File: config.mk
export PLATFORM = sky130hd
export DESIGN_NAME = opcode_exec
export DESIGN_NICKNAME = d
export VERILOG_FILES = /design/src/opdec_pkg.sv /design/src/opcode_decoder.sv /design/src/shift_unit.sv /design/src/opcode_exec.sv
export SDC_FILE = /design/constraint.sdc
export NUM_CORES = 1
export LEC_CHECK = 0
export BUFFER_PORTS_ARGS = -buffer_cell sky130_fd_sc_hd__buf_2
export CAP_MARGIN = 20
export CORE_ASPECT_RATIO = 0.6
export CORE_MARGIN = 1
export CORE_UTILIZATION = 54
export DETAILED_ROUTE_END_ITERATION = 16
export PLACE_DENSITY_LB_ADDON = 0.3
export SLEW_MARGIN = 5
export SYNTH_ARGS = -nofsm -noshare
export SYNTH_HDL_FRONTEND = slang
export SYNTH_HIERARCHICAL = 1
export SYNTH_SLANG_ARGS = --single-unit
File: constraint.sdc
create_clock -name clk -period 5.4 [get_ports clk]
set_clock_uncertainty 0.2 [all_clocks]
set_input_delay 0 -clock clk [delete_from_list [all_inputs] [get_ports clk]]
set_output_delay 0 -clock clk [all_outputs]
set_load 0.05 [all_outputs]
File: src/opdec_pkg.sv
// Purpose: Shared constants and carriers for the S-to-W opcode decoder and executor.
// Assumes: 8-bit core, single clock, binary arithmetic only.
// Notes: Opcode values and flag positions live here; decoder and bench also pick raw opcode bits, the bench raw flag bits.
// Behaviour
// RULE_01 - Subtract with borrow: A minus operand minus not carry; flags N V Z C.
// RULE_02 - Eight zero-page set-bit opcodes 87 to F7 step 16, set chosen bit.
// RULE_03 - Halt opcode DB stops the core clock and freezes execution, flags kept.
// RULE_04 - Store X in absolute, zero-page and zero-page-Y modes, flags kept.
// RULE_05 - Store Y in absolute, zero-page and zero-page-X modes, flags kept.
// RULE_06 - Store zero writes 00 in four modes, flags kept.
// RULE_07 - Copy A to X, set N and Z from result.
// RULE_08 - Copy A to Y, set N and Z from result.
// RULE_09 - Test-reset bits clears in memory bits set in A; only Z changes.
// RULE_10 - Test-set bits ORs A into memory and writes back; only Z changes.
// RULE_11 - Copy S to X, X to A, Y to A, each setting N and Z.
// RULE_12 - Copy X to S with no flag change.
// RULE_13 - Wait opcode pulls the wait line low and suspends execution, flags kept.
// RULE_14 - Shift left puts original bit 7 into carry.
// RULE_15 - Bit test copies operand bit 7 to N and bit 6 to V.
// RULE_16 - Shift right puts original bit 0 into carry.
// RULE_17 - Rotate left puts original bit 7 into carry.
// RULE_18 - Rotate right puts original bit 0 into carry.
// RULE_19 - Test-set/reset Z comes from A AND original memory byte.
package opdec_pkg;

  localparam logic [7:0] OP_SBC_ABS = 8'hED;
  localparam logic [7:0] OP_SBC_ABX = 8'hFD;
  localparam logic [7:0] OP_SBC_ABY = 8'hF9;
  localparam logic [7:0] OP_SBC_IMM = 8'hE9;
  localparam logic [7:0] OP_SBC_ZP = 8'hE5;
  localparam logic [7:0] OP_SBC_ZPXI = 8'hE1;
  localparam logic [7:0] OP_SBC_ZPX = 8'hF5;
  localparam logic [7:0] OP_SBC_ZPI = 8'hF2;
  localparam logic [7:0] OP_SBC_ZPIY = 8'hF1;
  localparam logic [3:0] OP_SMB_LOW = 4'h7;
  localparam logic [3:0] OP_SMB_HI_MIN = 4'h8;
  localparam logic [7:0] OP_HALT = 8'hDB;
  localparam logic [7:0] OP_STX_ABS = 8'h8E;
  localparam logic [7:0] OP_STX_ZP = 8'h86;
  localparam logic [7:0] OP_STX_ZPY = 8'h96;
  localparam logic [7:0] OP_STY_ABS = 8'h8C;
  localparam logic [7:0] OP_STY_ZP = 8'h84;
  localparam logic [7:0] OP_STY_ZPX = 8'h94;
  localparam logic [7:0] OP_STZ_ABS = 8'h9C;
  localparam logic [7:0] OP_STZ_ABX = 8'h9E;
  localparam logic [7:0] OP_STZ_ZP = 8'h64;
  localparam logic [7:0] OP_STZ_ZPX = 8'h74;
  localparam logic [7:0] OP_TAX = 8'hAA;
  localparam logic [7:0] OP_TAY = 8'hA8;
  localparam logic [7:0] OP_TRB_ABS = 8'h1C;
  localparam logic [7:0] OP_TRB_ZP = 8'h14;
  localparam logic [7:0] OP_TSB_ABS = 8'h0C;
  localparam logic [7:0] OP_TSB_ZP = 8'h04;
  localparam logic [7:0] OP_TSX = 8'hBA;
  localparam logic [7:0] OP_TXA = 8'h8A;
  localparam logic [7:0] OP_TXS = 8'h9A;
  localparam logic [7:0] OP_TYA = 8'h98;
  localparam logic [7:0] OP_WAIT = 8'hCB;
  localparam logic [7:0] OP_ASL_ACC = 8'h0A;
  localparam logic [7:0] OP_ASL_ABS = 8'h0E;
  localparam logic [7:0] OP_ASL_ABX = 8'h1E;
  localparam logic [7:0] OP_ASL_ZP = 8'h06;
  localparam logic [7:0] OP_ASL_ZPX = 8'h16;
  localparam logic [7:0] OP_LSR_ACC = 8'h4A;
  localparam logic [7:0] OP_LSR_ABS = 8'h4E;
  localparam logic [7:0] OP_LSR_ABX = 8'h5E;
  localparam logic [7:0] OP_LSR_ZP = 8'h46;
  localparam logic [7:0] OP_LSR_ZPX = 8'h56;
  localparam logic [7:0] OP_ROL_ACC = 8'h2A;
  localparam logic [7:0] OP_ROL_ABS = 8'h2E;
  localparam logic [7:0] OP_ROL_ABX = 8'h3E;
  localparam logic [7:0] OP_ROL_ZP = 8'h26;
  localparam logic [7:0] OP_ROL_ZPX = 8'h36;
  localparam logic [7:0] OP_ROR_ACC = 8'h6A;
  localparam logic [7:0] OP_ROR_ABS = 8'h6E;
  localparam logic [7:0] OP_ROR_ABX = 8'h7E;
  localparam logic [7:0] OP_ROR_ZP = 8'h66;
  localparam logic [7:0] OP_ROR_ZPX = 8'h76;
  localparam logic [7:0] OP_BIT_ABS = 8'h2C;
  localparam logic [7:0] OP_BIT_ZP = 8'h24;

  localparam int FLAG_N = 7;
  localparam int FLAG_V = 6;
  localparam int FLAG_Z = 1;
  localparam int FLAG_C = 0;
  localparam int MSB = 7;
  localparam int BIT6 = 6;
  localparam int LSB = 0;

  localparam logic [7:0] ZERO_BYTE = 8'h00;
  localparam logic [7:0] STATUS_RESET = 8'h34;
  localparam logic [7:0] STACK_RESET = 8'hFF;

  localparam logic [15:0] APB_ADDR_OP = 16'h0000;
  localparam logic [15:0] APB_ADDR_OPERAND = 16'h0004;
  localparam logic [15:0] APB_ADDR_ACC = 16'h0008;
  localparam logic [15:0] APB_ADDR_XIDX = 16'h000C;
  localparam logic [15:0] APB_ADDR_YIDX = 16'h0010;
  localparam logic [15:0] APB_ADDR_SPTR = 16'h0014;
  localparam logic [15:0] APB_ADDR_STATUS = 16'h0018;
  localparam logic [15:0] APB_ADDR_MEMOUT = 16'h001C;
  localparam logic [15:0] APB_ADDR_RUN = 16'h0020;
  localparam logic [15:0] APB_ADDR_RESUME = 16'h0024;

  typedef enum logic [1:0] {
    RUN_ACTIVE = 2'b00,
    RUN_HALTED = 2'b01,
    RUN_WAITING = 2'b10
  } run_state_t;

  typedef enum logic [3:0] {
    K_NONE = 4'h0, K_SBC = 4'h1, K_SMB = 4'h2, K_STX = 4'h3, K_STY = 4'h4,
    K_STZ = 4'h5, K_XFER_NZ = 4'h6, K_TXS = 4'h7, K_TRB = 4'h8, K_TSB = 4'h9,
    K_SHIFT = 4'hA, K_BIT = 4'hB, K_HALT = 4'hC, K_WAIT = 4'hD
  } op_kind_t;

  typedef struct packed {
    logic [7:0] acc;
    logic [7:0] xidx;
    logic [7:0] yidx;
    logic [7:0] sptr;
    logic [7:0] status;
  } cpu_regs_t;

  typedef struct packed {
    op_kind_t kind;
    logic [1:0] dst;
    logic [1:0] src;
    logic [1:0] shift_sel;
    logic mem_dst;
    logic [2:0] bit_sel;
  } dec_t;

endpackage : opdec_pkg

File: src/opcode_decoder.sv
// Purpose: Map an opcode byte to an operation kind and its selectors.
// Assumes: Purely combinational; opcodes outside this group decode to K_NONE.
// Notes: dst/src select 0=A 1=X 2=Y 3=S; shift_sel 0=SHIFT_LEFT_OP 1=SHIFT_RIGHT_OP 2=ROTATE_LEFT_OP 3=ROTATE_RIGHT_OP.
`timescale 1ns/1ps
module opcode_decoder
  import opdec_pkg::*;
(
  input wire logic [7:0] opcode,
  output dec_t dec
);

  always_comb begin
    dec = '{kind: K_NONE, dst: 2'd0, src: 2'd0, shift_sel: 2'd0, mem_dst: 1'b0,
            bit_sel: 3'd0};
    if (opcode[3:0] == OP_SMB_LOW && opcode[7:4] >= OP_SMB_HI_MIN) begin
      dec.kind = K_SMB; // [RULE_02]
      dec.bit_sel = 3'(opcode[6:4]);
    end else begin
      unique case (opcode)
        OP_SBC_ABS, OP_SBC_ABX, OP_SBC_ABY, OP_SBC_IMM, OP_SBC_ZP, OP_SBC_ZPXI,
        OP_SBC_ZPX, OP_SBC_ZPI, OP_SBC_ZPIY: dec.kind = K_SBC; // [RULE_01]
        OP_HALT: dec.kind = K_HALT; // [RULE_03]
        OP_STX_ABS, OP_STX_ZP, OP_STX_ZPY: dec.kind = K_STX; // [RULE_04]
        OP_STY_ABS, OP_STY_ZP, OP_STY_ZPX: dec.kind = K_STY; // [RULE_05]
        OP_STZ_ABS, OP_STZ_ABX, OP_STZ_ZP, OP_STZ_ZPX: dec.kind = K_STZ; // [RULE_06]
        OP_TAX: begin
          dec.kind = K_XFER_NZ; // [RULE_07]
          dec.dst = 2'd1;
          dec.src = 2'd0;
        end
        OP_TAY: begin
          dec.kind = K_XFER_NZ; // [RULE_08]
          dec.dst = 2'd2;
          dec.src = 2'd0;
        end
        OP_TSX: begin
          dec.kind = K_XFER_NZ; // [RULE_11]
          dec.dst = 2'd1;
          dec.src = 2'd3;
        end
        OP_TXA: begin
          dec.kind = K_XFER_NZ; // [RULE_11]
          dec.dst = 2'd0;
          dec.src = 2'd1;
        end
        OP_TYA: begin
          dec.kind = K_XFER_NZ; // [RULE_11]
          dec.dst = 2'd0;
          dec.src = 2'd2;
        end
        OP_TXS: dec.kind = K_TXS; // [RULE_12]
        OP_TRB_ABS, OP_TRB_ZP: dec.kind = K_TRB; // [RULE_09]
        OP_TSB_ABS, OP_TSB_ZP: dec.kind = K_TSB; // [RULE_10]
        OP_WAIT: dec.kind = K_WAIT; // [RULE_13]
        OP_BIT_ABS, OP_BIT_ZP: dec.kind = K_BIT; // [RULE_15]
        // Opcode bit 6 means rightward and bit 5 means rotate; swap them for shift_sel
        OP_ASL_ACC, OP_LSR_ACC, OP_ROL_ACC, OP_ROR_ACC: begin
          dec.kind = K_SHIFT;
          dec.shift_sel = {opcode[5], opcode[6]}; // [RULE_14] [RULE_16] [RULE_17] [RULE_18]
        end
        OP_ASL_ABS, OP_ASL_ABX, OP_ASL_ZP, OP_ASL_ZPX, OP_LSR_ABS, OP_LSR_ABX,
        OP_LSR_ZP, OP_LSR_ZPX, OP_ROL_ABS, OP_ROL_ABX, OP_ROL_ZP, OP_ROL_ZPX,
        OP_ROR_ABS, OP_ROR_ABX, OP_ROR_ZP, OP_ROR_ZPX: begin
          dec.kind = K_SHIFT;
          dec.shift_sel = {opcode[5], opcode[6]}; // [RULE_14] [RULE_16] [RULE_17] [RULE_18]
          dec.mem_dst = 1'b1;
        end
        default: dec.kind = K_NONE;
      endcase
    end
  end

endmodule : opcode_decoder

File: src/shift_unit.sv
// Purpose: Shift and rotate one byte, producing result and new carry.
// Assumes: sel 0=shift left, 1=shift right, 2=rotate left, 3=rotate right.
// Notes: Combinational.
`timescale 1ns/1ps
module shift_unit
  import opdec_pkg::*;
(
  input wire logic [7:0] din,
  input wire logic [1:0] sel,
  input wire logic cin,
  output logic [7:0] dout,
  output logic cout
);

  always_comb begin
    unique case (sel)
      2'd0: begin
        dout = {din[6:0], 1'b0};
        cout = din[MSB]; // [RULE_14]
      end
      2'd1: begin
        dout = {1'b0, din[7:1]};
        cout = din[LSB]; // [RULE_16]
      end
      2'd2: begin
        dout = {din[6:0], cin};
        cout = din[MSB]; // [RULE_17]
      end
      2'd3: begin
        dout = {cin, din[7:1]};
        cout = din[LSB]; // [RULE_18]
      end
    endcase
  end

endmodule : shift_unit

File: src/opcode_exec.sv
// Purpose: Execute S-to-W opcodes on the register set, driven over APB.
// Assumes: Software writes operand then opcode; opcode write starts one execution.
// Notes: Memory results appear in the mem-out register with a memwr_ff flag that holds until that register is read.
`timescale 1ns/1ps
module opcode_exec
  import opdec_pkg::*;
(
  input wire logic clk,
  input wire logic rst,
  input wire logic psel,
  input wire logic penable,
  input wire logic pwrite,
  input wire logic [15:0] paddr,
  input wire logic [31:0] pwdata,
  output logic [31:0] prdata,
  output logic pready,
  output logic pslverr,
  output logic wait_n_o,
  output logic wait_n_oe,
  output logic clk_halted
);

  dec_t dec;
  cpu_regs_t regs_ff;
  cpu_regs_t nxt_regs;
  run_state_t run_ff;
  logic [7:0] opcode_ff;
  logic [7:0] operand_ff;
  logic [7:0] memout_ff;
  logic [7:0] nxt_memout;
  logic memwr_ff;
  logic nxt_memwr;
  logic [7:0] shift_in;
  logic [7:0] shift_out;
  logic shift_c;
  logic [8:0] diff;
  logic [7:0] xfer_val;
  logic wr_en;
  logic rd_en;
  logic exec_go;
  logic addr_ok;

  assign wr_en = psel && penable && pwrite;
  assign rd_en = psel && penable && !pwrite;
  assign pready = 1'b1;
  always_comb begin
    unique case (paddr)
      APB_ADDR_OP, APB_ADDR_OPERAND, APB_ADDR_ACC, APB_ADDR_XIDX, APB_ADDR_YIDX,
      APB_ADDR_SPTR, APB_ADDR_STATUS, APB_ADDR_MEMOUT, APB_ADDR_RUN,
      APB_ADDR_RESUME: addr_ok = 1'b1;
      default: addr_ok = 1'b0;
    endcase
  end
  assign pslverr = psel && penable && !addr_ok;
  // Opcodes are accepted only while running; halted and waiting cores ignore them
  assign exec_go = wr_en && paddr == APB_ADDR_OP && run_ff == RUN_ACTIVE; // [RULE_03]

  opcode_decoder u_dec (
    .opcode(pwdata[7:0]),
    .dec(dec)
  );

  assign shift_in = dec.mem_dst ? operand_ff : regs_ff.acc;

  shift_unit u_shift (
    .din(shift_in),
    .sel(dec.shift_sel),
    .cin(regs_ff.status[FLAG_C]),
    .dout(shift_out),
    .cout(shift_c)
  );

  // Borrow is the inverted carry
  assign diff = {1'b0, regs_ff.acc} - {1'b0, operand_ff} - {8'h00, !regs_ff.status[FLAG_C]};

  always_comb begin
    unique case (dec.src)
      2'd0: xfer_val = regs_ff.acc;
      2'd1: xfer_val = regs_ff.xidx;
      2'd2: xfer_val = regs_ff.yidx;
      2'd3: xfer_val = regs_ff.sptr;
    endcase
  end

  always_comb begin
    nxt_regs = regs_ff;
    nxt_memout = memout_ff;
    nxt_memwr = 1'b0;
    if (exec_go) begin
      unique case (dec.kind)
        K_SBC: begin
          nxt_regs.acc = diff[7:0]; // [RULE_01]
          nxt_regs.status[FLAG_N] = diff[MSB];
          nxt_regs.status[FLAG_Z] = diff[7:0] == ZERO_BYTE;
          nxt_regs.status[FLAG_C] = !diff[8];
          nxt_regs.status[FLAG_V] = (regs_ff.acc[MSB] ^ operand_ff[MSB])
                                    & (regs_ff.acc[MSB] ^ diff[MSB]);
        end
        K_SMB: begin
          nxt_memout = operand_ff | (8'h01 << dec.bit_sel); // [RULE_02]
          nxt_memwr = 1'b1;
        end
        K_STX: begin
          nxt_memout = regs_ff.xidx; // [RULE_04]
          nxt_memwr = 1'b1;
        end
        K_STY: begin
          nxt_memout = regs_ff.yidx; // [RULE_05]
          nxt_memwr = 1'b1;
        end
        K_STZ: begin
          nxt_memout = ZERO_BYTE; // [RULE_06]
          nxt_memwr = 1'b1;
        end
        K_XFER_NZ: begin
          unique case (dec.dst)
            2'd0: nxt_regs.acc = xfer_val; // [RULE_11]
            2'd1: nxt_regs.xidx = xfer_val; // [RULE_07]
            2'd2: nxt_regs.yidx = xfer_val; // [RULE_08]
            2'd3: nxt_regs.sptr = xfer_val;
          endcase
          nxt_regs.status[FLAG_N] = xfer_val[MSB];
          nxt_regs.status[FLAG_Z] = xfer_val == ZERO_BYTE;
        end
        K_TXS: nxt_regs.sptr = regs_ff.xidx; // [RULE_12]
        K_TRB: begin
          nxt_memout = operand_ff & ~regs_ff.acc; // [RULE_09]
          nxt_memwr = 1'b1;
          nxt_regs.status[FLAG_Z] = (regs_ff.acc & operand_ff) == ZERO_BYTE; // [RULE_19]
        end
        K_TSB: begin
          nxt_memout = operand_ff | regs_ff.acc; // [RULE_10]
          nxt_memwr = 1'b1;
          nxt_regs.status[FLAG_Z] = (regs_ff.acc & operand_ff) == ZERO_BYTE; // [RULE_19]
        end
        K_SHIFT: begin
          if (dec.mem_dst) begin
            nxt_memout = shift_out;
            nxt_memwr = 1'b1;
          end else begin
            nxt_regs.acc = shift_out;
          end
          nxt_regs.status[FLAG_C] = shift_c; // [RULE_14] [RULE_16] [RULE_17] [RULE_18]
          nxt_regs.status[FLAG_N] = shift_out[MSB];
          nxt_regs.status[FLAG_Z] = shift_out == ZERO_BYTE;
        end
        K_BIT: begin
          nxt_regs.status[FLAG_N] = operand_ff[MSB]; // [RULE_15]
          nxt_regs.status[FLAG_V] = operand_ff[BIT6]; // [RULE_15]
          nxt_regs.status[FLAG_Z] = (regs_ff.acc & operand_ff) == ZERO_BYTE;
        end
        K_HALT, K_WAIT, K_NONE: nxt_regs = regs_ff;
        default: nxt_regs = regs_ff;
      endcase
    end
  end

  always_ff @(posedge clk or posedge rst) begin
    if (rst) begin
      regs_ff <= '{acc: ZERO_BYTE, xidx: ZERO_BYTE, yidx: ZERO_BYTE, sptr: STACK_RESET,
                   status: STATUS_RESET};
    end else if (wr_en && run_ff == RUN_ACTIVE) begin
      if (exec_go) begin
        regs_ff <= nxt_regs;
      end else begin
        unique case (paddr)
          APB_ADDR_ACC: regs_ff.acc <= pwdata[7:0];
          APB_ADDR_XIDX: regs_ff.xidx <= pwdata[7:0];
          APB_ADDR_YIDX: regs_ff.yidx <= pwdata[7:0];
          APB_ADDR_SPTR: regs_ff.sptr <= pwdata[7:0];
          APB_ADDR_STATUS: regs_ff.status <= pwdata[7:0];
          default: regs_ff <= regs_ff;
        endcase
      end
    end
  end

  always_ff @(posedge clk or posedge rst) begin
    if (rst) begin
      operand_ff <= ZERO_BYTE;
      opcode_ff <= ZERO_BYTE;
    end else if (wr_en && paddr == APB_ADDR_OPERAND) begin
      operand_ff <= pwdata[7:0];
    end else if (exec_go) begin
      opcode_ff <= pwdata[7:0];
    end
  end

  always_ff @(posedge clk or posedge rst) begin
    if (rst) begin
      memout_ff <= ZERO_BYTE;
      memwr_ff <= 1'b0;
    end else begin
      memout_ff <= nxt_memout;
      memwr_ff <= nxt_memwr || (memwr_ff && !(rd_en && paddr == APB_ADDR_MEMOUT));
    end
  end

  // Halt leaves only reset; wait is released by a write to the resume register
  always_ff @(posedge clk or posedge rst) begin
    if (rst) begin
      run_ff <= RUN_ACTIVE;
    end else begin
      unique case (run_ff)
        RUN_ACTIVE: begin
          if (exec_go && dec.kind == K_HALT) begin
            run_ff <= RUN_HALTED; // [RULE_03]
          end else if (exec_go && dec.kind == K_WAIT) begin
            run_ff <= RUN_WAITING; // [RULE_13]
          end
        end
        RUN_WAITING: begin
          if (wr_en && paddr == APB_ADDR_RESUME) begin
            run_ff <= RUN_ACTIVE;
          end
        end
        RUN_HALTED: run_ff <= RUN_HALTED;
        default: run_ff <= RUN_ACTIVE;
      endcase
    end
  end

  // Wait line is open drain: driven low only while waiting
  assign wait_n_o = 1'b0;
  assign wait_n_oe = run_ff == RUN_WAITING; // [RULE_13]
  assign clk_halted = run_ff == RUN_HALTED; // [RULE_03]

  always_ff @(posedge clk or posedge rst) begin
    if (rst) begin
      prdata <= 32'h0000_0000;
    end else if (psel && !penable && !pwrite) begin
      unique case (paddr)
        APB_ADDR_OP: prdata <= {24'h000000, opcode_ff};
        APB_ADDR_OPERAND: prdata <= {24'h000000, operand_ff};
        APB_ADDR_ACC: prdata <= {24'h000000, regs_ff.acc};
        APB_ADDR_XIDX: prdata <= {24'h000000, regs_ff.xidx};
        APB_ADDR_YIDX: prdata <= {24'h000000, regs_ff.yidx};
        APB_ADDR_SPTR: prdata <= {24'h000000, regs_ff.sptr};
        APB_ADDR_STATUS: prdata <= {24'h000000, regs_ff.status};
        APB_ADDR_MEMOUT: prdata <= {23'h000000, memwr_ff, memout_ff};
        APB_ADDR_RUN: prdata <= {30'h00000000, run_ff};
        default: prdata <= 32'h0000_0000;
      endcase
    end
  end

endmodule : opcode_exec

==> results.rst, run 1 <==
.. list-table::
   :header-rows: 1

   * - Metric
     - Value
   * - Sw frac
     - 30.2%
   * - Fraction of registers with async set/reset
     - 100%
   * - Power density over the cells
     - 195 nW/µm²
   * - Post-CTS setup buffer count
     - 0
   * - Xor/xnor share of the synthesized area
     - 1.06%
   * - Mean routed wirelength per cell
     - 25.1 µm
   * - Count of cells along the worst hold path
     - 4
   * - Most used flip-flop cell after synthesis
     - sky130_fd_sc_hd__dfrtp_1
   * - Maximum number of pins on one net before global-route repair
     - 77
   * - Final setup violation count
     - 0
   * - CORE AREA
     - 11600 µm²
   * - Width of the die
     - 145 µm
   * - Mux cell area share after synthesis
     - 11.5%
   * - Avg Synthesized Cell Area
     - 8.52 µm²
   * - Data arrival time of the critical path
     - 4.26 ns
   * - Distinct cell type count after synthesis
     - 79
   * - Total Routed Length
     - 24.7 mm
   * - Vias post-DR
     - 6828
   * - Top delay family on crit path
     - simple AND/OR/NAND/NOR gates
   * - Worst-case headroom to the max-slew limit
     - 29.5%
   * - Static leakage power
     - 3.19 nW
   * - Post-route minimum period
     - 4.24 ns
   * - Buf+Inv Stages, Crit Path
     - 3
   * - Top cells by area in the synthesized netlist
     - sky130_fd_sc_hd__dfrtp_1 25%, sky130_fd_sc_hd__nand2_1 5.7%, sky130_fd_sc_hd__mux2_2 4.8%
   * - Vias in the first global route
     - 6182
   * - Highest attainable clock frequency
     - 0.236 GHz
   * - WP depth
     - 13
   * - Maximum fanout encountered on the critical timing path
     - 21
   * - Filler cell count in the final layout
     - 1018
   * - CTS sink count
     - 76
   * - Fraction of power consumed by combinational cells
     - 15.3%
   * - Reported net switching power
     - 0.433 mW
   * - Cell-internal power
     - 1.00 mW
   * - Initial antenna violation count
     - 2
   * - Slowest cell on crit path
     - sky130_fd_sc_hd__nor4b_1
   * - Total number of nets in the final design
     - 897
   * - Count of pins over their slew limit
     - 0
   * - Launch instance of the worst register-to-register path
     - regs_ff[32]
   * - Required time at the worst-slack endpoint
     - 5.42 ns
   * - Type of origin of the critical path
     - input port
   * - Source of the critical timing path
     - pwdata[2]
   * - Total clock buffers created by CTS
     - 9
   * - Worst setup EP type
     - flop
   * - Sum of negative setup slack
     - 0 ns
   * - Placed wire-length estimate after detailed placement
     - 18.5 mm
   * - Final hold vios
     - 0
   * - I/O pins
     - 90
   * - Adder-cell share of the synthesized area
     - 5.32%
   * - Die area
     - 12700 µm²
   * - Clock tree root buffer cell
     - sky130_fd_sc_hd__clkbuf_16
   * - H-tree levels
     - 3
   * - Ordered list of cells on the worst path
     - dlygate4sd3_1 -> buf_2 -> nor4b_1 -> nand2_1 -> a21o_1 -> nand2_1 -> buf_4 -> nor2b_1 -> and3_1 -> nor4bb_1 -> a211oi_1 -> o21ai_0 -> mux2_2
   * - Effective utilization at floorplan
     - 57.0%
   * - Antenna viol nets, final
     - 0
   * - Final cell utilization of the core
     - 63.2%
   * - Largest voltage drop on the vdd net
     - 0.148 mV
   * - Drt initial violations
     - 954
   * - Synth Area in Compound Gates
     - 22.2%
   * - Remaining design rule violation count
     - 0
   * - FP Rows
     - 30
   * - Count of state elements after synthesis
     - 76
   * - Slew @ Worst Pin
     - 1.05 ns
   * - Number of enable-type register cells in the synthesized netlist
     - 0
   * - TritonCTS clock tree
     - yes
   * - Classification of the worst-slack hold path
     - in -> reg
   * - CTS Buffer Depth
     - 2
   * - Type of the worst setup path
     - in -> reg
   * - Gr usage total
     - 39.4%
   * - Reg power frac
     - 40.2%
   * - Share of final-layout standard cells stronger than drive strength 1
     - 18.4%
   * - Tcrit/Tclk final
     - 78.5%
   * - Share of the synthesized area in the top cell type
     - 24.5%
   * - Avg Vias per Cell
     - 6.95
   * - Total standard cell area after synthesis
     - 6630 µm²
   * - Final Wtd Congestion
     - 1.03
   * - FF-to-FF path depth
     - 10
   * - Run status
     - finished, final reports clean
   * - Fraction of the yosys area taken by sequential cells
     - 28.9%
   * - Number of violations of the max-capacitance limit
     - 0
   * - Clk pin slew, worst setup/hold paths
     - 0.06 ns
   * - Cell taking the most area after synthesis
     - sky130_fd_sc_hd__dfrtp_1
   * - Unrepaired setup endpoints after global routing
     - false
   * - Leading cell types in the layout, fill and taps excluded
     - 101 x sky130_fd_sc_hd__nand2_1, 65 x sky130_fd_sc_hd__dfrtp_1, 51 x sky130_fd_sc_hd__o21ai_0
   * - Area delta synth->final
     - 10.9%
   * - Clock Latency Late Sink
     - 0.34 ns
   * - Cell repeated most along the worst path
     - sky130_fd_sc_hd__nand2_1
   * - Drt first pass iters
     - 9
   * - Simple-gate portion of the synthesized area
     - 23.2%
   * - Port-buffer cells
     - 40
   * - Synth Warn #
     - 6
   * - Startpoint of the tightest hold check path
     - psel
   * - Synth Instances
     - 778
   * - Wire length of the first global-routing pass
     - 37.2 mm
   * - Overflow after GRT
     - 0
   * - Commonest non-fill, non-tap cell in the layout
     - sky130_fd_sc_hd__nand2_1
   * - Largest family of logic cells by synthesized area
     - simple AND/OR/NAND/NOR gates
   * - Longest individual stage delay on the worst path
     - 0.67 ns
   * - Die span in y
     - 87.8 µm
   * - Clock group share of total power
     - 44.5%
[tightest hold or removal path: cells and delay by family]
family | cells | cell delay (ns)
buffers and inverters | 1 | 0.11
and+or+nand+nor | 3 | 0.43
[registers in the layout (all words and copies together), names as in the netlist]
register and flops:
regs_ff 40, prdata 9, memout_ff 8, opcode_ff 8, operand_ff 8, run_ff 2, memwr_ff 1
[worst paths after layout]
path	endpoint	slack (ns)
min reg2reg	prdata[5]	0.27
min	prdata[8]	0.03
max	memout_ff[3]	1.16
min in group asynchronous	regs_ff[35]	0.33
max in group asynchronous	regs_ff[39]	4.03
max reg2reg	regs_ff[38]	1.70
[per-stage QoR]
step	setup WS [ns]	total power, mW	instances	hold slack [ns]	area [µm²]
3_5_place_dp	1.64	0.791	946	0.158	6850
5_1_grt	1.11	1.47	982	0.0661	7350
6_report	1.16	1.44	983	0.0280	7350
4_1_cts	1.44	1.43	980	0.0257	7340
2_1_floorplan	2.31	0.746	801	-0.0946	6720
3_3_place_gp	1.80	0.787	946	0.144	6850
[power groups by stage]
stage,sequential [mW],combinational (mW),clock (mW)
after global routing,0.577,0.231,0.666
after global placement,0.587,0.200,0
after CTS,0.577,0.212,0.641
after floorplan,0.604,0.142,0
final,0.577,0.220,0.639
after detailed placement,0.587,0.203,0
[cell families (layout without fill, tap and decap cells)]
family,count (synthesis),count (layout)
buffers and inverters,101,122
AO/OA/AOI/OAI,216,216
multiplexers,60,60
adder cells (fa/ha/maj),27,27
XOR/XNOR,8,8
flip-flops,76,76
other,2,26
AND/OR/NAND/NOR,288,288
[synthesized netlist by cell type, types with 10 or more instances]
library cell / n
sky130_fd_sc_hd__a21oi_1: 30
sky130_fd_sc_hd__nand3_1: 24
sky130_fd_sc_hd__buf_4: 26
sky130_fd_sc_hd__nor3_1: 19
sky130_fd_sc_hd__clkbuf_1: 28
sky130_fd_sc_hd__dfrtp_1: 65
sky130_fd_sc_hd__ha_1: 25
sky130_fd_sc_hd__o21ai_0: 51
sky130_fd_sc_hd__inv_1: 31
sky130_fd_sc_hd__o21ai_1: 10
sky130_fd_sc_hd__a22o_1: 12
sky130_fd_sc_hd__nor4_1: 15
sky130_fd_sc_hd__buf_2: 11
sky130_fd_sc_hd__a31oi_1: 15
sky130_fd_sc_hd__nand2_1: 101
sky130_fd_sc_hd__or4_1: 10
sky130_fd_sc_hd__nor2_1: 44
sky130_fd_sc_hd__mux2_2: 28
sky130_fd_sc_hd__mux2i_1: 18
sky130_fd_sc_hd__dfstp_2: 11
[routing by layer]
metal  track usage, %  routed length, µm
met1             55.2              10000
met2             57.2              10100
met3             16.0               4140
met4             8.13                408
met5                0                  0
[area by class of cell]
cell class                 instances  area, µm²  area share (%)
clock inverter                     6       71.3           0.970
tap                              160        200            2.72
antenna                            1       2.50          0.0340
timing repair buffer              74        498            6.77
sequential                        76       1920            26.1
inverter                          32        121            1.65
multi-input combinational        624       4310            58.6
clock buffer                      10        239            3.25
[timing repair]
action,CTS,global route
hold endpoints to repair,94,0
hold buffers,18,0
resized for setup,0,0
Power figures use the tool's default switching activity.
==> run 2: changes to the inputs <==
clock period = 3.85 ns   (was 5.4 ns; I/O delays follow)
==> run 2 against run 1 <==
Effect of this change:
- hold slack got worse by 0.021 ns
- worst setup slack worse by 1.0 ns
- clock-buffer cell count is the same
- critical endpoint is now memout_ff[0]
- sequential share of layout area fell by 0.39 points
==> results.rst, run 2 (synthesis gave the netlist of run 1 again) <==
.. list-table::
   :header-rows: 1

   * - Metric
     - Value
   * - Run status
     - finished, final reports clean
   * - Final hold vios
     - 0
   * - Register bank with the most flops
     - regs_ff
   * - I/O pins
     - 90
   * - Final setup violation count
     - 0
   * - Highest attainable clock frequency
     - 0.269 GHz
   * - Slew @ Worst Pin
     - 0.950 ns
   * - Cell-internal power
     - 1.39 mW
   * - Die span in y
     - 87.8 µm
   * - Count of cells along the worst hold path
     - 4
   * - Hold EP
     - run_ff[1]
   * - Type of origin of the critical path
     - input port
   * - Clock Latency Late Sink
     - 0.35 ns
   * - Total clock buffers created by CTS
     - 9
   * - Final Wtd Congestion
     - 0.986
   * - Avg Vias per Cell
     - 7.05
   * - Port-buffer cells
     - 40
   * - Sum of negative setup slack
     - 0 ns
   * - CTS sink count
     - 76
   * - Startpoint of the tightest hold check path
     - psel
   * - Area delta synth->final
     - 12.6%
   * - Clock tree root buffer cell
     - sky130_fd_sc_hd__clkbuf_16
   * - Maximum number of pins on one net before global-route repair
     - 51
   * - Reg power frac
     - 40.3%
   * - Data arrival time of the critical path
     - 3.74 ns
   * - Total Routed Length
     - 25.4 mm
   * - Effective utilization at floorplan
     - 57.0%
   * - CORE AREA
     - 11600 µm²
   * - Static leakage power
     - 3.27 nW
   * - Worst-case headroom to the max-slew limit
     - 36.7%
   * - Leading cell types in the layout, fill and taps excluded
     - 101 x sky130_fd_sc_hd__nand2_1, 65 x sky130_fd_sc_hd__dfrtp_1, 51 x sky130_fd_sc_hd__o21ai_0
   * - Sequential cell area
     - 1920 µm²
   * - Number of violations of the max-capacitance limit
     - 0
   * - Clock group share of total power
     - 44.1%
   * - Type of the worst setup path
     - in -> reg
   * - CTS Buffer Depth
     - 2
   * - Required time at the worst-slack endpoint
     - 3.88 ns
   * - Worst setup EP type
     - flop
   * - Endpoint of the worst register-to-register path
     - regs_ff[1]
   * - H-tree levels
     - 3
   * - Sw frac
     - 30.7%
   * - Mean routed wirelength per cell
     - 25.5 µm
   * - Drt initial violations
     - 1162
   * - Largest voltage drop on the vdd net
     - 0.243 mV
   * - Post-route minimum period
     - 3.71 ns
   * - Die area
     - 12700 µm²
   * - Maximum fanout encountered on the critical timing path
     - 16
   * - Flip-flop count of the largest register after layout
     - 40
   * - FF-to-FF path depth
     - 11
   * - Width of the die
     - 145 µm
   * - Total number of nets in the final design
     - 910
   * - Fraction of power consumed by combinational cells
     - 15.6%
   * - Registers with the most flip-flops
     - regs_ff (40), prdata (9)
   * - Placed wire-length estimate after detailed placement
     - 19.1 mm
   * - Antenna viol nets, final
     - 0
   * - Tcrit/Tclk final
     - 96.4%
   * - Gr usage total
     - 40.7%
   * - Reported net switching power
     - 0.617 mW
   * - Initial antenna violation count
     - 0
   * - Count of pins over their slew limit
     - 0
   * - Vias in the first global route
     - 6483
   * - Classification of the worst-slack hold path
     - in -> reg
   * - Power density over the cells
     - 269 nW/µm²
   * - Setup slack, reg-to-reg
     - 0.28 ns
   * - Commonest non-fill, non-tap cell in the layout
     - sky130_fd_sc_hd__nand2_1
   * - TritonCTS clock tree
     - yes
   * - Wire length of the first global-routing pass
     - 38.3 mm
   * - Overflow after GRT
     - 0
   * - Clk pin slew, worst setup/hold paths
     - 0.07 ns
   * - Total area of multi-input combinational cells
     - 4320 µm²
   * - Tot Pwr
     - 2.01 mW
   * - Vias post-DR
     - 7020
   * - Share of final-layout standard cells stronger than drive strength 1
     - 19.9%
   * - Drt first pass iters
     - 6
   * - Remaining design rule violation count
     - 0
   * - Filler cell count in the final layout
     - 974
   * - Launch instance of the worst register-to-register path
     - regs_ff[32]
   * - FP Rows
     - 30
   * - Unrepaired setup endpoints after global routing
     - false
[run 2: critical path: stages]
cell and delay, ns:
sky130_fd_sc_hd__dlygate4sd3_1 0.52, sky130_fd_sc_hd__buf_2 0.37, sky130_fd_sc_hd__nor4b_1 0.62, sky130_fd_sc_hd__nand2_1 0.17
sky130_fd_sc_hd__a21o_1 0.21, sky130_fd_sc_hd__nand2_1 0.18, sky130_fd_sc_hd__buf_4 0.28, sky130_fd_sc_hd__inv_1 0.18
sky130_fd_sc_hd__nor2_1 0.49, sky130_fd_sc_hd__o21ai_0 0.21, sky130_fd_sc_hd__a21oi_1 0.21, sky130_fd_sc_hd__o221a_2 0.23
sky130_fd_sc_hd__o21ai_0 0.07
[run 2: how the worst max path moves through the flow]
stage	start	endpoint	slack (ns)
4_1_cts	regs_ff[32]	regs_ff[1]	0.13
3_5_place_dp	regs_ff[32]	regs_ff[1]	0.03
3_3_place_gp	regs_ff[32]	regs_ff[1]	0.11
5_1_grt	pwdata[2]	regs_ff[14]	0.05
6_report	pwdata[2]	memout_ff[0]	0.14
2_1_floorplan	regs_ff[32]	regs_ff[1]	0.76
[run 2: final cells by class]
class | count | share of cell area [%]
Timing Repair Buffer | 87 | 8.14
Clock inverter | 6 | 0.972
Sequential cell | 76 | 25.7
Multi-Input combinational cell | 624 | 57.8
Clock buffer | 10 | 3.07
Antenna cell | 1 | 0.0335
Inverter | 32 | 1.63
Tap cell | 160 | 2.68
[run 2: what timing repair did]
item,in CTS,in global routing
hold endpoints to repair,71,0
setup buffers,0,0
endpoints found under the setup margin,1,2
hold buffers,17,0
resized for setup,1,2
[run 2: routing by layer]
layer,GRT usage (%),share of wire [%],up-vias,wire (µm)
met2,58.8,41,585,10400
met1,58.2,41,3373,10500
li1,-,-,2983,-
met4,14.1,3.0,0,767
met3,11.5,15,79,3720
met5,0,0,-,0
[run 2: through the flow]
step	cells	instance area [µm²]	setup slack [ns]	utilization [%]	hold WS, ns
after floorplan	801	6720	0.763	-	-0.0946
after global placement	962	6980	0.114	60.0	0.00768
after detailed placement	962	6980	0.0337	60.0	0.0157
after CTS	995	7450	0.132	64.1	0.00985
after global routing	995	7460	0.0479	64.1	0.0479
final	996	7470	0.139	64.2	0.00717
[run 2: power groups by stage]
stage,clock (mW),sequential (mW),combinational (mW)
final,0.886,0.809,0.314
after CTS,0.884,0.809,0.303
after detailed placement,0,0.824,0.291
after global placement,0,0.823,0.286
after global routing,0.923,0.809,0.329
after floorplan,0,0.847,0.199
==> run 3: changes to the inputs <==
ABC_AREA = 1   (was default)
==> run 3 against run 2 <==
Effect of this change:
- die area up 0.55%
- register-to-register slack better by 0.55 ns
- synthesized cell count up 33%
- design area down 1.9%
- non-clock buffer count down 25
- area after synthesis up 0.57%
- critical path type unchanged
- critical endpoint is now regs_ff[38]
==> results.rst, run 3 <==
.. list-table::
   :header-rows: 1

   * - Metric
     - Value
   * - Effective utilization at floorplan
     - 55.3%
   * - Overflow after GRT
     - 0
   * - Commonest cells in the netlist
     - 255 x sky130_fd_sc_hd__nand2_1, 141 x sky130_fd_sc_hd__inv_1, 132 x sky130_fd_sc_hd__nor2_1, 78 x sky130_fd_sc_hd__o21ai_0, 65 x sky130_fd_sc_hd__dfrtp_1
   * - H-tree levels
     - 3
   * - Unrepaired setup endpoints after global routing
     - false
   * - Sum of negative setup slack
     - 0 ns
   * - Setup slack, reg-to-reg
     - 0.83 ns
   * - Startpoint of the tightest hold check path
     - paddr[7]
   * - Placed wire-length estimate after detailed placement
     - 19.6 mm
   * - Total Routed Length
     - 24.7 mm
   * - I/O pins
     - 90
   * - Mean routed wirelength per cell
     - 19.7 µm
   * - Run status
     - finished, final reports clean
   * - Number of violations of the max-capacitance limit
     - 0
   * - Synth Instances
     - 1036
   * - Synth Warn #
     - 6
   * - Data arrival time of the critical path
     - 3.53 ns
   * - Worst setup EP type
     - flop
   * - Most used flip-flop cell after synthesis
     - sky130_fd_sc_hd__dfrtp_1
   * - Cell taking the most area after synthesis
     - sky130_fd_sc_hd__dfrtp_1
   * - Top cells by area in the synthesized netlist
     - sky130_fd_sc_hd__dfrtp_1 24%, sky130_fd_sc_hd__nand2_1 14%, sky130_fd_sc_hd__inv_1 7.9%
   * - Final Wtd Congestion
     - 0.996
   * - Tot Pwr
     - 1.87 mW
   * - Avg Synthesized Cell Area
     - 6.44 µm²
   * - TritonCTS clock tree
     - yes
   * - Initial antenna violation count
     - 0
   * - Worst-case headroom to the max-slew limit
     - 36.4%
   * - Count of cells along the worst hold path
     - 7
   * - Worst hold slack
     - 0.0211 ns
   * - Width of the die
     - 145 µm
   * - Dominant cell by count in the synthesized netlist
     - sky130_fd_sc_hd__nand2_1
   * - Instance count after placement with tap cells included
     - 1227
   * - Clock group share of total power
     - 45.1%
   * - Power density over the cells
     - 255 nW/µm²
   * - Launch instance of the worst register-to-register path
     - regs_ff[0]
   * - Final std cells w/o fill
     - 1257
   * - Type of the worst setup path
     - in -> reg
   * - Clock Latency Late Sink
     - 0.35 ns
   * - Registers with the most flip-flops
     - regs_ff (40), prdata (9)
   * - Slew @ Worst Pin
     - 0.951 ns
   * - Sw frac
     - 30.8%
   * - Register bank with the most flops
     - regs_ff
   * - FP Rows
     - 31
   * - Tcrit/Tclk final
     - 90.0%
   * - Endpoint of the worst register-to-register path
     - regs_ff[1]
   * - Total number of nets in the final design
     - 1167
   * - Total standard cell area after synthesis
     - 6670 µm²
   * - Fraction of registers with async set/reset
     - 100%
   * - Highest attainable clock frequency
     - 0.289 GHz
   * - Diodes inserted
     - 0
   * - Cell area after layout
     - 7330 µm²
   * - Commonest non-fill, non-tap cell in the layout
     - sky130_fd_sc_hd__nand2_1
   * - Cell area after placement
     - 6900 µm²
   * - Count of pins over their slew limit
     - 0
   * - Reported net switching power
     - 0.576 mW
   * - Final setup violation count
     - 0
   * - Remaining design rule violation count
     - 0
   * - Die area
     - 12800 µm²
   * - Cell-internal power
     - 1.29 mW
   * - Maximum number of pins on one net before global-route repair
     - 43
   * - Total clock buffers created by CTS
     - 9
   * - Vias in the first global route
     - 6185
   * - Final cell utilization of the core
     - 60.7%
   * - Type of origin of the critical path
     - input port
   * - Fraction of power consumed by combinational cells
     - 12.1%
   * - Clk pin slew, worst setup/hold paths
     - 0.06 ns
   * - Share of final-layout standard cells stronger than drive strength 1
     - 12.2%
   * - Final setup slack of the worst path
     - 0.384 ns
   * - Leading cell types in the layout, fill and taps excluded
     - 255 x sky130_fd_sc_hd__nand2_1, 140 x sky130_fd_sc_hd__inv_1, 132 x sky130_fd_sc_hd__nor2_1
   * - Area delta synth->final
     - 9.87%
   * - Drt initial violations
     - 853
   * - Classification of the worst-slack hold path
     - in -> reg
   * - Largest voltage drop on the vdd net
     - 0.199 mV
   * - FF-to-FF path depth
     - 13
   * - Worst setup timing slack at the placement stage
     - 0.723 ns
   * - Post-route minimum period
     - 3.47 ns
   * - Antenna viol nets, final
     - 0
   * - Maximum fanout encountered on the critical timing path
     - 15
   * - Static leakage power
     - 3.72 nW
   * - CTS sink count
     - 76
   * - Gr usage total
     - 39.2%
   * - Avg Vias per Cell
     - 5.84
   * - Final hold vios
     - 0
   * - Port-buffer cells
     - 40
   * - Reg power frac
     - 42.8%
   * - Clock tree root buffer cell
     - sky130_fd_sc_hd__clkbuf_16
   * - Count of state elements after synthesis
     - 76
   * - Share of the synthesized area in the top cell type
     - 24.4%
   * - Die span in y
     - 88.1 µm
   * - CORE AREA
     - 12100 µm²
   * - Vias post-DR
     - 7346
   * - Distinct cell type count after synthesis
     - 47
   * - Number of enable-type register cells in the synthesized netlist
     - 0
   * - CTS Buffer Depth
     - 2
   * - Wire length of the first global-routing pass
     - 36.7 mm
   * - Drt first pass iters
     - 7
   * - Flip-flop count of the largest register after layout
     - 40
   * - Required time at the worst-slack endpoint
     - 3.91 ns
   * - Hold EP
     - run_ff[1]
   * - Fraction of the yosys area taken by sequential cells
     - 28.7%
run 3: cell count changes in the layout (fill, tap and decap cells not counted), sizes merged, moves of 22 or more:
cell and change:
o21ai +35, nand2 +166, mux2 -34, nand3 +41, o22ai +22, inv +128
buf -22, nor2 +101
run 3: layout make-up:
class	count	area, µm²
multi-input cells	780	3930
well taps	165	206
clock buffers	9	225
clock inverters	7	57.6
repair buffers	62	400
flip-flops and latches	76	1920
fillers	1206	4740
inverters	158	594
run 3: metal layers:
layer	global-route usage (%)	share of wire, %
met1	58.4	46
met2	53.1	38
met3	13.9	15
met4	8.52	1.6
met5	0	0
run 3: how the worst max path moves through the flow:
| stage | startpoint | to | slack, ns | cells after the start |
|---|---|---|---|---|
| floorplan | regs_ff[0] | regs_ff[6] | 1.50 | 15 |
| global placement | pwdata[2] | regs_ff[38] | 0.78 | 19 |
| detailed placement | pwdata[2] | memout_ff[2] | 0.72 | 14 |
| CTS | pwdata[2] | memout_ff[2] | 0.53 | 15 |
| global route | pwdata[2] | regs_ff[38] | 0.1 | 20 |
| finish | pwdata[2] | regs_ff[38] | 0.38 | 20 |
run 3: power by group through the flow:
stage | Clock [mW] | Sequential [mW] | Combinational, mW
after floorplan | 0 | 0.814 | 0.169
after global placement | 0 | 0.814 | 0.211
after detailed placement | 0 | 0.814 | 0.211
after CTS | 0.841 | 0.799 | 0.222
after global routing | 0.872 | 0.798 | 0.244
final | 0.843 | 0.799 | 0.226
run 3: repair_timing:
| item | in CTS | in global routing |
|---|---|---|
| hold endpoints to repair | 77 | 0 |
| hold buffers | 14 | 0 |
| buffers inserted | 0 | 0 |
| resized for setup | 0 | 0 |
run 3: cells by family after synthesis:
group	after synthesis	synth area share (%)
AO/OA/AOI/OAI	205	17.1
XOR/XNOR	1	0.131
adder cells (fa/ha/maj)	27	5.29
buffers and inverters	203	13.7
flip-flops	76	28.7
other	2	0.113
AND/OR/NAND/NOR	522	35.0
run 3: worst max-delay path, stage by stage:
cell	delay [ns]
sky130_fd_sc_hd__dlygate4sd3_1	0.52
sky130_fd_sc_hd__buf_2	0.19
sky130_fd_sc_hd__inv_1	0.10
sky130_fd_sc_hd__nand2_2	0.11
sky130_fd_sc_hd__nor2_4	0.06
sky130_fd_sc_hd__nand2_1	0.11
sky130_fd_sc_hd__nand2_1	0.17
sky130_fd_sc_hd__nor2_1	0.14
sky130_fd_sc_hd__nand4_1	0.30
sky130_fd_sc_hd__inv_1	0.23
sky130_fd_sc_hd__nor2_4	0.07
sky130_fd_sc_hd__nand2_1	0.38
sky130_fd_sc_hd__inv_2	0.18
sky130_fd_sc_hd__nand2_1	0.09
sky130_fd_sc_hd__nand2_1	0.06
sky130_fd_sc_hd__nand2_1	0.06
sky130_fd_sc_hd__nand2_1	0.11
sky130_fd_sc_hd__nor2_4	0.39
sky130_fd_sc_hd__nor2_1	0.07
sky130_fd_sc_hd__a31oi_1	0.16
